`src/hdl/uartc_pkg.sv`:
```
// Register map, field layout, timing counts and types of the serial port block
`default_nettype none
package uartc_pkg;

  // Register addresses
  localparam logic [7:0] ADDR_PORT0_PIN_LATCH  = 8'h80;
  localparam logic [7:0] ADDR_POWER_BAUD_CTRL  = 8'h87;
  localparam logic [7:0] ADDR_SERIAL_CONTROL   = 8'h98;
  localparam logic [7:0] ADDR_SERIAL_BUFFER    = 8'h99;
  localparam logic [7:0] ADDR_IRQ_ENABLE_MAIN  = 8'hA8;
  localparam logic [7:0] ADDR_BAUD_RELOAD_LOW  = 8'hAA;
  localparam logic [7:0] ADDR_BAUD_RELOAD_HIGH = 8'hBA;
  localparam logic [7:0] ADDR_SERIAL_CTRL_EXT  = 8'hD8;
  localparam logic [7:0] ADDR_PIN_DRAIN_CTRL   = 8'hE4;
  localparam logic [7:0] ADDR_PIN_DIR_CTRL     = 8'hF9;

  // Field positions
  localparam int MODE_POS        = 6;
  localparam int MP_EN_POS       = 5;
  localparam int UART_EN_POS     = 4;
  localparam int TX_NINTH_POS    = 3;
  localparam int RX_NINTH_POS    = 2;
  localparam int TX_DONE_POS     = 1;
  localparam int RX_DONE_POS     = 0;
  localparam int BAUD_SRC_POS    = 7;
  localparam int BAUD_DOUBLE_POS = 7;
  localparam int GLOBAL_IRQ_POS  = 7;
  localparam int UART_IRQ_POS    = 4;
  localparam int RX_PIN_POS      = 6;
  localparam int TX_PIN_POS      = 5;
  localparam int RX_DRAIN_POS    = 1;
  localparam int TX_DRAIN_POS    = 0;

  // Reset values
  localparam logic [7:0] REG_RESET    = 8'h00;
  localparam logic [9:0] RELOAD_RESET = 10'h000;

  // Ticks per bit: mode 0 runs 12 one-cycle ticks, the others 16 ticks
  localparam logic [3:0]  TICK_LAST_M0  = 4'hB;
  localparam logic [3:0]  TICK_LAST     = 4'hF;
  localparam logic [3:0]  HALF_LAST_M0  = 4'h5;
  localparam logic [3:0]  HALF_LAST     = 4'h7;
  // Tick divisors: 16 x 4 = 64 and 16 x 2 = 32 cycles per bit
  localparam logic [12:0] MODE0_DIV     = 13'h0001;
  localparam logic [12:0] TICK_DIV_SLOW = 13'h0004;
  localparam logic [12:0] TICK_DIV_FAST = 13'h0002;
  // Timer overflows per tick: 32 or 16 overflows per bit
  localparam logic [12:0] T1_DIV_SLOW   = 13'h0002;
  localparam logic [12:0] T1_DIV_FAST   = 13'h0001;
  localparam logic [12:0] RELOAD_SPAN   = 13'h0400;
  localparam logic [3:0]  DATA_BITS_8   = 4'h8;
  localparam logic [3:0]  DATA_BITS_9   = 4'h9;

  typedef enum logic [1:0] {MODE0, MODE1, MODE2, MODE3} uartc_mode_t;
  typedef enum logic [1:0] {TX_IDLE, TX_START, TX_DATA, TX_STOP} uartc_tx_state_t;
  typedef enum logic [1:0] {RX_IDLE, RX_START, RX_DATA, RX_STOP} uartc_rx_state_t;

  typedef struct packed {
    logic [7:0] addr;
    logic [7:0] wdata;
    logic       wr;
    logic       rd;
  } uartc_bus_req_t;

  typedef struct packed {
    logic [7:0]      scon;
    logic            bd;
    logic [7:0]      power_baud_control;
    logic [9:0]      reload;
    logic [7:0]      rx_buf;
    logic [7:0]      ien;
    logic [7:0]      p0;
    logic [7:0]      p0oc;
    logic [7:0]      p0m;
    logic [7:0]      rd_data;
    logic [12:0]     presc;
    uartc_tx_state_t tx_state;
    logic [8:0]      tx_shift;
    logic [3:0]      tx_bits;
    logic [3:0]      tx_tick;
    uartc_rx_state_t rx_state;
    logic [8:0]      rx_shift;
    logic [3:0]      rx_bits;
    logic [3:0]      rx_tick;
    logic            rx_prev;
    logic            irq;
    logic            tx_out;
    logic            tx_oe_n;
  } uartc_state_t;

  // All zero except the transmit pin enable, which starts released
  localparam uartc_state_t STATE_RESET = uartc_state_t'(1);

endpackage : uartc_pkg

`default_nettype wire

```
`src/hdl/uartc_top.sv`:
```
// Serial port register block with four framing modes and port pin control
`timescale 1ns/100ps
`default_nettype none

module uartc_top (
  // Clock and reset
  input  wire logic                      clk,
  input  wire logic                      arst_n,
  // Register port
  input  wire uartc_pkg::uartc_bus_req_t bus_req,
  output logic [7:0]                     reg_rdata,
  // Baud source from the timer
  input  wire logic                      timer1_ovf,
  // Serial pins
  input  wire logic                      serial_in_pin,
  input  wire logic                      serial_out_pin_i,
  output logic                           serial_out_pin_o,
  output logic                           serial_out_pin_oe_n,
  // Interrupt request
  output logic                           uart_irq
);

  uartc_pkg::uartc_state_t st_ff;
  uartc_pkg::uartc_state_t nxt_st;
  uartc_pkg::uartc_mode_t  mode;
  logic                    en;
  logic                    nine;
  logic                    baud_double;
  logic                    use_t1;
  logic                    src;
  logic                    tick;
  logic [12:0]             span;
  logic [12:0]             div_m2;
  logic [12:0]             div;
  logic [3:0]              bit_last;
  logic [3:0]              half_last;
  logic [3:0]              nbits;
  logic                    rx_line;
  logic                    tx_line;
  logic                    tx_level;
  logic                    tx_end;
  logic                    rx_end;
  logic                    rx_half;
  logic                    rx_ninth;
  logic                    tx_set;
  logic                    rx_set;
  logic                    buf_wr;

  always_comb begin : next_state
    nxt_st         = st_ff;
    nxt_st.rd_data = uartc_pkg::REG_RESET;
    en             = st_ff.scon[uartc_pkg::UART_EN_POS];
    mode           = uartc_pkg::uartc_mode_t'(st_ff.scon[uartc_pkg::MODE_POS +: 2]);
    nine           = (mode == uartc_pkg::MODE2) || (mode == uartc_pkg::MODE3);
    baud_double           = st_ff.power_baud_control[uartc_pkg::BAUD_DOUBLE_POS];
    use_t1         = ((mode == uartc_pkg::MODE1) || (mode == uartc_pkg::MODE3)) && !st_ff.bd;
    span           = uartc_pkg::RELOAD_SPAN - {3'h0, st_ff.reload};
    div_m2         = baud_double ? uartc_pkg::TICK_DIV_FAST : uartc_pkg::TICK_DIV_SLOW;
    unique case (mode)
      uartc_pkg::MODE0: div = uartc_pkg::MODE0_DIV;
      uartc_pkg::MODE2: div = div_m2;
      uartc_pkg::MODE1,
      uartc_pkg::MODE3: begin
        if (use_t1) begin
          div = baud_double ? uartc_pkg::T1_DIV_FAST : uartc_pkg::T1_DIV_SLOW;
        end else begin
          div = 13'(span * div_m2);
        end
      end
    endcase
    src       = use_t1 ? timer1_ovf : 1'b1;
    tick      = en && src && (st_ff.presc >= div - 13'h0001);
    bit_last  = (mode == uartc_pkg::MODE0) ? uartc_pkg::TICK_LAST_M0 : uartc_pkg::TICK_LAST;
    half_last = (mode == uartc_pkg::MODE0) ? uartc_pkg::HALF_LAST_M0 : uartc_pkg::HALF_LAST;
    nbits     = nine ? uartc_pkg::DATA_BITS_9 : uartc_pkg::DATA_BITS_8;
    rx_line   = serial_in_pin | st_ff.p0oc[uartc_pkg::RX_DRAIN_POS];
    tx_end    = tick && (st_ff.tx_tick == bit_last);
    rx_end    = tick && (st_ff.rx_tick == bit_last);
    rx_half   = tick && (st_ff.rx_tick == half_last);
    rx_ninth  = nine ? st_ff.rx_shift[8] : rx_line;
    tx_set    = 1'b0;
    rx_set    = 1'b0;
    buf_wr    = bus_req.wr && (bus_req.addr == uartc_pkg::ADDR_SERIAL_BUFFER) && en;

    // Baud prescaler is cleared to zero and held there while the port is disabled
    if (!en || tick) begin
      nxt_st.presc = 13'h0000;
    end else if (src) begin
      nxt_st.presc = st_ff.presc + 13'h0001;
    end

    // Register writes; gated registers ignore writes while disabled
    if (bus_req.wr) begin
      case (bus_req.addr)
        uartc_pkg::ADDR_SERIAL_CONTROL:   nxt_st.scon = bus_req.wdata;
        uartc_pkg::ADDR_SERIAL_CTRL_EXT:  if (en) nxt_st.bd = bus_req.wdata[uartc_pkg::BAUD_SRC_POS];
        uartc_pkg::ADDR_POWER_BAUD_CTRL: begin
          nxt_st.power_baud_control = bus_req.wdata;
          if (!en) nxt_st.power_baud_control[uartc_pkg::BAUD_DOUBLE_POS] = baud_double;
        end
        uartc_pkg::ADDR_BAUD_RELOAD_HIGH: if (en) nxt_st.reload[9:8] = bus_req.wdata[1:0];
        uartc_pkg::ADDR_BAUD_RELOAD_LOW:  if (en) nxt_st.reload[7:0] = bus_req.wdata;
        uartc_pkg::ADDR_IRQ_ENABLE_MAIN:  nxt_st.ien  = bus_req.wdata;
        uartc_pkg::ADDR_PORT0_PIN_LATCH:  nxt_st.p0   = bus_req.wdata;
        uartc_pkg::ADDR_PIN_DRAIN_CTRL:   nxt_st.p0oc = bus_req.wdata;
        uartc_pkg::ADDR_PIN_DIR_CTRL:     nxt_st.p0m  = bus_req.wdata;
        default: ;
      endcase
    end

    // Register reads, answered in the next cycle only
    if (bus_req.rd) begin
      case (bus_req.addr)
        uartc_pkg::ADDR_SERIAL_CONTROL:   nxt_st.rd_data = st_ff.scon;
        uartc_pkg::ADDR_SERIAL_CTRL_EXT:  nxt_st.rd_data = {st_ff.bd & en, 7'h00};
        uartc_pkg::ADDR_SERIAL_BUFFER:    nxt_st.rd_data = en ? st_ff.rx_buf : 8'h00;
        uartc_pkg::ADDR_POWER_BAUD_CTRL: begin
          nxt_st.rd_data = st_ff.power_baud_control;
          nxt_st.rd_data[uartc_pkg::BAUD_DOUBLE_POS] = baud_double & en;
        end
        uartc_pkg::ADDR_BAUD_RELOAD_HIGH: nxt_st.rd_data = en ? {6'h00, st_ff.reload[9:8]} : 8'h00;
        uartc_pkg::ADDR_BAUD_RELOAD_LOW:  nxt_st.rd_data = en ? st_ff.reload[7:0] : 8'h00;
        uartc_pkg::ADDR_IRQ_ENABLE_MAIN:  nxt_st.rd_data = st_ff.ien;
        uartc_pkg::ADDR_PORT0_PIN_LATCH: begin
          nxt_st.rd_data = st_ff.p0;
          nxt_st.rd_data[uartc_pkg::RX_PIN_POS] = serial_in_pin;
          if (!st_ff.p0m[uartc_pkg::TX_PIN_POS]) begin
            nxt_st.rd_data[uartc_pkg::TX_PIN_POS] = serial_out_pin_i;
          end
        end
        uartc_pkg::ADDR_PIN_DRAIN_CTRL:   nxt_st.rd_data = st_ff.p0oc;
        uartc_pkg::ADDR_PIN_DIR_CTRL:     nxt_st.rd_data = st_ff.p0m;
        default:                          nxt_st.rd_data = 8'h00;
      endcase
    end

    // Transmitter
    if (tick && (st_ff.tx_state != uartc_pkg::TX_IDLE)) begin
      nxt_st.tx_tick = tx_end ? 4'h0 : st_ff.tx_tick + 4'h1;
    end
    unique case (st_ff.tx_state)
      uartc_pkg::TX_IDLE: begin
        if (buf_wr) begin
          nxt_st.tx_shift = {st_ff.scon[uartc_pkg::TX_NINTH_POS], bus_req.wdata};
          nxt_st.tx_state = uartc_pkg::TX_START;
          nxt_st.tx_tick  = 4'h0;
          nxt_st.tx_bits  = 4'h0;
        end
      end
      uartc_pkg::TX_START: if (tx_end) nxt_st.tx_state = uartc_pkg::TX_DATA;
      uartc_pkg::TX_DATA: begin
        if (tx_end) begin
          nxt_st.tx_shift = {1'b1, st_ff.tx_shift[8:1]};
          nxt_st.tx_bits  = st_ff.tx_bits + 4'h1;
          if (st_ff.tx_bits == nbits - 4'h1) begin
            nxt_st.tx_state = uartc_pkg::TX_STOP;
            tx_set          = 1'b1;
          end
        end
      end
      uartc_pkg::TX_STOP: if (tx_end) nxt_st.tx_state = uartc_pkg::TX_IDLE;
    endcase

    // Receiver, sampling mid-bit from the start edge
    nxt_st.rx_prev = rx_line;
    if (tick && (st_ff.rx_state != uartc_pkg::RX_IDLE)) begin
      nxt_st.rx_tick = rx_end ? 4'h0 : st_ff.rx_tick + 4'h1;
    end
    unique case (st_ff.rx_state)
      uartc_pkg::RX_IDLE: begin
        if (en && st_ff.rx_prev && !rx_line) begin
          nxt_st.rx_state = uartc_pkg::RX_START;
          nxt_st.rx_tick  = 4'h0;
          nxt_st.rx_bits  = 4'h0;
        end
      end
      uartc_pkg::RX_START: begin
        if (rx_half) begin
          nxt_st.rx_tick  = 4'h0;
          nxt_st.rx_state = rx_line ? uartc_pkg::RX_IDLE : uartc_pkg::RX_DATA;
        end
      end
      uartc_pkg::RX_DATA: begin
        if (rx_end) begin
          nxt_st.rx_shift = {rx_line, st_ff.rx_shift[8:1]};
          nxt_st.rx_bits  = st_ff.rx_bits + 4'h1;
          if (st_ff.rx_bits == nbits - 4'h1) nxt_st.rx_state = uartc_pkg::RX_STOP;
        end
      end
      uartc_pkg::RX_STOP: begin
        if (rx_end) begin
          nxt_st.rx_state = uartc_pkg::RX_IDLE;
          nxt_st.rx_buf   = nine ? st_ff.rx_shift[7:0] : st_ff.rx_shift[8:1];
          rx_set          = !(st_ff.scon[uartc_pkg::MP_EN_POS] && nine && !rx_ninth);
        end
      end
    endcase

    // Port disable halts both engines
    if (!en) begin
      nxt_st.tx_state = uartc_pkg::TX_IDLE;
      nxt_st.rx_state = uartc_pkg::RX_IDLE;
      nxt_st.tx_tick  = 4'h0;
      nxt_st.rx_tick  = 4'h0;
    end

    // Hardware events win over a software write in the same cycle
    if (tx_set) nxt_st.scon[uartc_pkg::TX_DONE_POS] = 1'b1;
    if (rx_end && (st_ff.rx_state == uartc_pkg::RX_STOP)) begin
      nxt_st.scon[uartc_pkg::RX_NINTH_POS] = rx_ninth;
    end
    if (rx_set) nxt_st.scon[uartc_pkg::RX_DONE_POS] = 1'b1;

    // Transmit pin: gated by latch, direction and drive type; open-drain drives low only, push-pull drives both levels
    unique case (st_ff.tx_state)
      uartc_pkg::TX_START: tx_line = 1'b0;
      uartc_pkg::TX_DATA:  tx_line = st_ff.tx_shift[0];
      uartc_pkg::TX_IDLE,
      uartc_pkg::TX_STOP:  tx_line = 1'b1;
    endcase
    tx_level       = st_ff.p0[uartc_pkg::TX_PIN_POS] & tx_line;
    nxt_st.tx_out  = st_ff.p0oc[uartc_pkg::TX_DRAIN_POS] ? 1'b0 : tx_level;
    nxt_st.tx_oe_n = !st_ff.p0m[uartc_pkg::TX_PIN_POS] ||
                     (st_ff.p0oc[uartc_pkg::TX_DRAIN_POS] && tx_level);

    nxt_st.irq = st_ff.ien[uartc_pkg::GLOBAL_IRQ_POS] && st_ff.ien[uartc_pkg::UART_IRQ_POS] &&
                 (st_ff.scon[uartc_pkg::TX_DONE_POS] || st_ff.scon[uartc_pkg::RX_DONE_POS]);
  end : next_state

  always_ff @(posedge clk or negedge arst_n) begin : state_reg
    if (!arst_n) begin
      st_ff <= uartc_pkg::STATE_RESET;
    end else begin
      st_ff <= nxt_st;
    end
  end : state_reg

  assign reg_rdata           = st_ff.rd_data;
  assign serial_out_pin_o    = st_ff.tx_out;
  assign serial_out_pin_oe_n = st_ff.tx_oe_n;
  assign uart_irq            = st_ff.irq;
endmodule : uartc_top

`default_nettype wire
```
`config.mk`:
```
export PLATFORM = sky130hd
export DESIGN_NAME = uartc_top
export DESIGN_NICKNAME = d
export VERILOG_FILES = /design/src/hdl/uartc_pkg.sv /design/src/hdl/uartc_top.sv
export SDC_FILE = /design/constraint.sdc
export NUM_CORES = 1
export LEC_CHECK = 0
export ABC_CLOCK_PERIOD_IN_PS = 4900
export BUFFER_PORTS_ARGS = -buffer_cell sky130_fd_sc_hd__buf_4
export CAP_MARGIN = 0
export CORE_AREA = 5 5 130 132
export CTS_BUF_LIST = sky130_fd_sc_hd__clkbuf_8
export CTS_CLUSTER_SIZE = 16
export DETAILED_ROUTE_END_ITERATION = 10
export DIE_AREA = 0 0 135 137
export HOLD_SLACK_MARGIN = 0.1
export PLACE_DENSITY = 0.68
export SLEW_MARGIN = 20
export SYNTH_ARGS = -nofsm -noshare
export SYNTH_HDL_FRONTEND = slang
export SYNTH_SLANG_ARGS = --single-unit
export TNS_END_PERCENT = 30
```
`constraint.sdc`:
```
create_clock -name clk -period 4.9 [get_ports clk]
set_input_delay 0.98 -clock clk [delete_from_list [all_inputs] [get_ports clk]]
set_output_delay 0.98 -clock clk [all_outputs]
set_load 0.02 [all_outputs]
```
==> run_results.csv <==
group,metric,value,unit
outcome,result_of_the_run,"complete, no violations",
clocking,clock_tree_from_tritoncts,"built",
logic_synthesis,synth_area_leader_cell,"dfrtp_1",
power,leakage,3.99,nW
route,drt-vias-per-instance,5.98,
setup_path,cp_top_family,"compound AO/OA/AOI/OAI gates",
global_route,grt.total_usage,0.213,
setup_path,critPathKind,"flip-flop to flip-flop",
finish,fin_cells,1047,
logic_synthesis,synth-seq-area-share,0.425,
worst_hold_path,hold_start,"st_ff[31]$_DFFE_PN0P_",
die,dieHeight,137,um
die,std_cell_rows,46,
logic_synthesis,yosysWarnings,0,
setup_path,timing.critical_path.required,5.23,ns
finish,area.growth.synth_to_final,19.1,%
logic_synthesis,post_synth_and_or_nand_nor_area_fraction,0.175,
setup_path,timing.critical_path.to_type,"flip-flop",
power,maximum_resistive_drop_on_vdd,0.216,mV
clocking,cts_sinks,129,
sta,hold_viol_final,0,
sta,timing.final.max_slew_violations,0,
power,power.combinational.fraction,0.126,
sta,finalCriticalPeriod,4.88,ns
logic_synthesis,synth_xor_xnor_area_share,0.0332,
clocking,clock_tree.root_cell,"clkbuf_8",
die,boundaryPins,34,
die,floorplan.core_area,15600,sq um
die,start_util,0.487,
clocking,h-tree-depth,4,
finish,antenna_cells,0,
clocking,worst_skew_pair.late_latency,0.45,ns
logic_synthesis,post_synth_main_area_contributors,"dfrtp_1 42%, mux2_2 9.6%, ha_1 5.1%, nand2_1 3.3%, nor2_1 2.6%",
logic_synthesis,yosysMostFrequentCell,"dfrtp_1",
sta,setup_viol,0,
finish,layout.nets,873,
global_route,number_of_global_route_vias_before_repair,6378,
die,die-width,135,um
flow_run,cap_violations,0,
route,drt_first_pass_iters,9,
place,placer_congestion_estimate,0.882,
finish,multiInputGateArea,4410,sq um
finish,drive_above_1_share,0.288,
power,power_report.internal_total,1.65,mW
route,number_of_nets_with_antenna_violations_after_detailed_routing,0,
logic_synthesis,synthCells,757,
setup_path,crit_slowest_cell,"or4b_4",
setup_path,max_stage_delay,0.47,ns
place,dp_hpwl,13.7,mm
logic_synthesis,yosysTopAreaCellShare,0.421,
route,drt_drc_violations_left,0,
setup_path,critical_path_peak_fanout,5,
global_route,antenna_violations_before_repair,0,
setup_path,critPathLaunch,"st_ff[103]$_DFFE_PN0P_",
logic_synthesis,combinational_family_with_the_most_area_after_synthesis,"simple AND/OR/NAND/NOR gates",
place,port_buffers,33,
setup_path,rr_startpoint,"st_ff[103]$_DFFE_PN0P_",
clocking,clock_tree.buffer_depth,2,
logic_synthesis,post_synth_fa_ha_maj_area_fraction,0.0537,
power,power.switching,626,uW
worst_hold_path,timing.hold.worst.class,"flip-flop to flip-flop",
die,dieArea,18500,sq um
setup_path,worst-endpoint-arrival,5.21,ns
sta,skew,0.0184,ns
place,post-place-cells,1000,
route,via_count,6266,
sta,post-route-period-util,0.995,
route,totalWireLength,19.6,mm
setup_path,critical_path.startpoint_type,"flip-flop",
logic_synthesis,post_synth_mux_area_share,0.115,
clocking,cts.reportedPaths.clkPinSlew,0.08,ns
power,clkPwrFrac,0.390,
finish,filler_cell_count_in_the_final_layout,1318,
logic_synthesis,synth_compound_area_frac,0.159,
sta,maxSlewHeadroom,0.481,
logic_synthesis,synth-async-reset-ratio,1.00,
global_route,wire_length_of_the_first_global_routing_pass,31.4,mm
finish,ff_latch_area,3230,sq um
logic_synthesis,synth_common_cells,"128 x dfrtp_1, 67 x nand2_1, 65 x mux2_2",
route,detail_route.wl_per_cell,18.7,um
logic_synthesis,count_of_flip_flops_with_a_built_in_enable_after_synthesis,0,
clocking,cts-hold-fix-buffers,0,
route,drt_iter0_drc,408,
logic_synthesis,mappedNetlistArea,7600,sq um
sta,worst_hold_slack,0.485,ns
clocking,numCtsBuffers,17,
power,power_switching_share,0.276,
sta,rsz_0062_raised_after_global_routing,"yes",
logic_synthesis,synth.distinct_cells,81,
power,power_density,251,nW/um^2
setup_path,worstPathCellList,"inv_2 -> ha_4 -> or4b_4 -> a32oi_2 -> a21oi_2 -> ha_1 -> o21ba_4 -> o31ai_4 -> or2_4 -> a211o_1 -> a211oi_2 -> o21a_1 -> mux2i_1 -> ha_1 -> a21oi_2 -> o2111ai_2 -> a41oi_4 -> buf_12 -> buf_4 -> nor3_4 -> buf_4 -> buf_4 -> a22o_1",
global_route,globalRoute.totalOverflow,0,
setup_path,cp.buffers_inverters,5,
power,design_power_total,2.27,mW
setup_path,worst_path_most_repeated_cell,"buf_4",
logic_synthesis,avgSynthCellArea,10.0,sq um
sta,fmax,205,MHz
power,share_seq_of_total_power,0.483,
logic_synthesis,postSynthRegisterBits,129,
global_route,grt_start_max_net_pins,72,
sta,worst-slew-pin-transition,0.778,ns
logic_synthesis,dominantRegCellSynth,"dfrtp_1",
-- worst reg2reg max path, delay by kind of cell, from the launching register on --
family,cells,cell delay (ns)
flip-flops,1,0.40
adder cells (fa/ha/maj),3,0.76
AO/OA/AOI/OAI,11,2.09
multiplexers,1,0.07
buffers and inverters,5,0.69
AND/OR/NAND/NOR,3,0.76
-- worst paths after layout --
kind,end,slack (ns),depth (start not counted)
setup reg to reg,st_ff[11]$_DFFE_PN0P_,0.02,23
hold reg to reg,st_ff[31]$_DFFE_PN0P_,0.48,2
min in group asynchronous,st_ff[66]$_DFFE_PN0P_,0.60,1
max in group asynchronous,st_ff[14]$_DFFE_PN0N_,3.46,2
setup / recovery,st_ff[11]$_DFFE_PN0P_,0.02,23
hold / removal,st_ff[31]$_DFFE_PN0P_,0.48,2
-- power groups by stage --
stage / Sequential [mW] / Combinational (mW) / Clock [mW]
final: 1.10 / 0.287 / 0.887
after global routing: 1.10 / 0.313 / 0.953
after CTS: 1.10 / 0.253 / 0.902
after detailed placement: 1.12 / 0.208 / 0
after global placement: 1.12 / 0.200 / 0
after floorplan: 1.11 / 0.118 / 0
-- flip-flops by register name, summed over array words and instances, names as in the netlist --
name	flops
baud_double	1
mode	2
serial_out_pin_o	1
en	1
serial_out_pin_oe_n	1
reg_rdata	8
st_ff	114
uart_irq	1
-- what timing repair did --
item	in CTS	in global routing
pin swaps	11	24
cloned	0	3
setup endpoints to repair	54	62
resized for setup	20	55
setup buffers	8	5
-- cell usage in the layout, fill, tap and decap left out, types with 5 or more instances in the layout --
cell type	instances
a21o_1	8
a21oi_1	22
a21oi_2	5
a222oi_1	8
a22o_1	15
a22oi_1	12
a31oi_1	10
and2_1	5
and3_1	8
buf_4	69
clkbuf_8	19
conb_1	8
dfrtp_1	128
ha_1	29
inv_1	19
inv_6	5
mux2_2	65
mux2i_1	14
nand2_1	65
nand2b_1	14
nand3_1	32
nand4_1	8
nor2_1	44
nor2_4	6
nor2b_1	7
nor3_1	10
nor4_1	9
o21ai_0	28
o21ai_1	5
or3_1	6
xnor2_1	12
xor2_1	14
-- kinds of logic (layout without fill, tap and decap cells) --
group | Yosys count | in the layout
other | 2 | 8
muxes | 79 | 79
buffers and inverters | 64 | 131
xor gates and xnor gates | 28 | 28
adders and majority gates | 32 | 32
AOI/OAI and AO/OA | 169 | 169
and+or+nand+nor | 254 | 255
DFF | 129 | 129
-- final cells by class --
cell class,instances,area share
Inverter,21,0.00870
Tap cell,216,0.0298
Clock inverter,13,0.0138
Multi-Input combinational cell,571,0.487
Clock buffer,19,0.0289
Sequential cell,129,0.357
Timing Repair Buffer,78,0.0747
-- metrics by stage --
step / setup TNS [ns] / setup slack, ns / area (sq um) / util
detailed placement: -8.85 / -0.346 / 8200 / 0.526
CTS: 0 / 0.00719 / 8730 / 0.560
floorplan: -0.149 / -0.0747 / 7640 / -
global placement: -0.833 / -0.106 / 8200 / 0.526
global route: -2.60 / -0.154 / 9060 / 0.581
finish: 0 / 0.0225 / 9060 / 0.581
-- per-layer routing --
metal,part of all wire,vias to the layer above,GRT usage
met3,0.054,45,0.0500
li1,-,2912,-
met2,0.49,190,0.358
met1,0.43,3119,0.269
met5,0,-,0
met4,0.024,0,0.0823
Note: power is estimated with default switching activity, not from simulation.
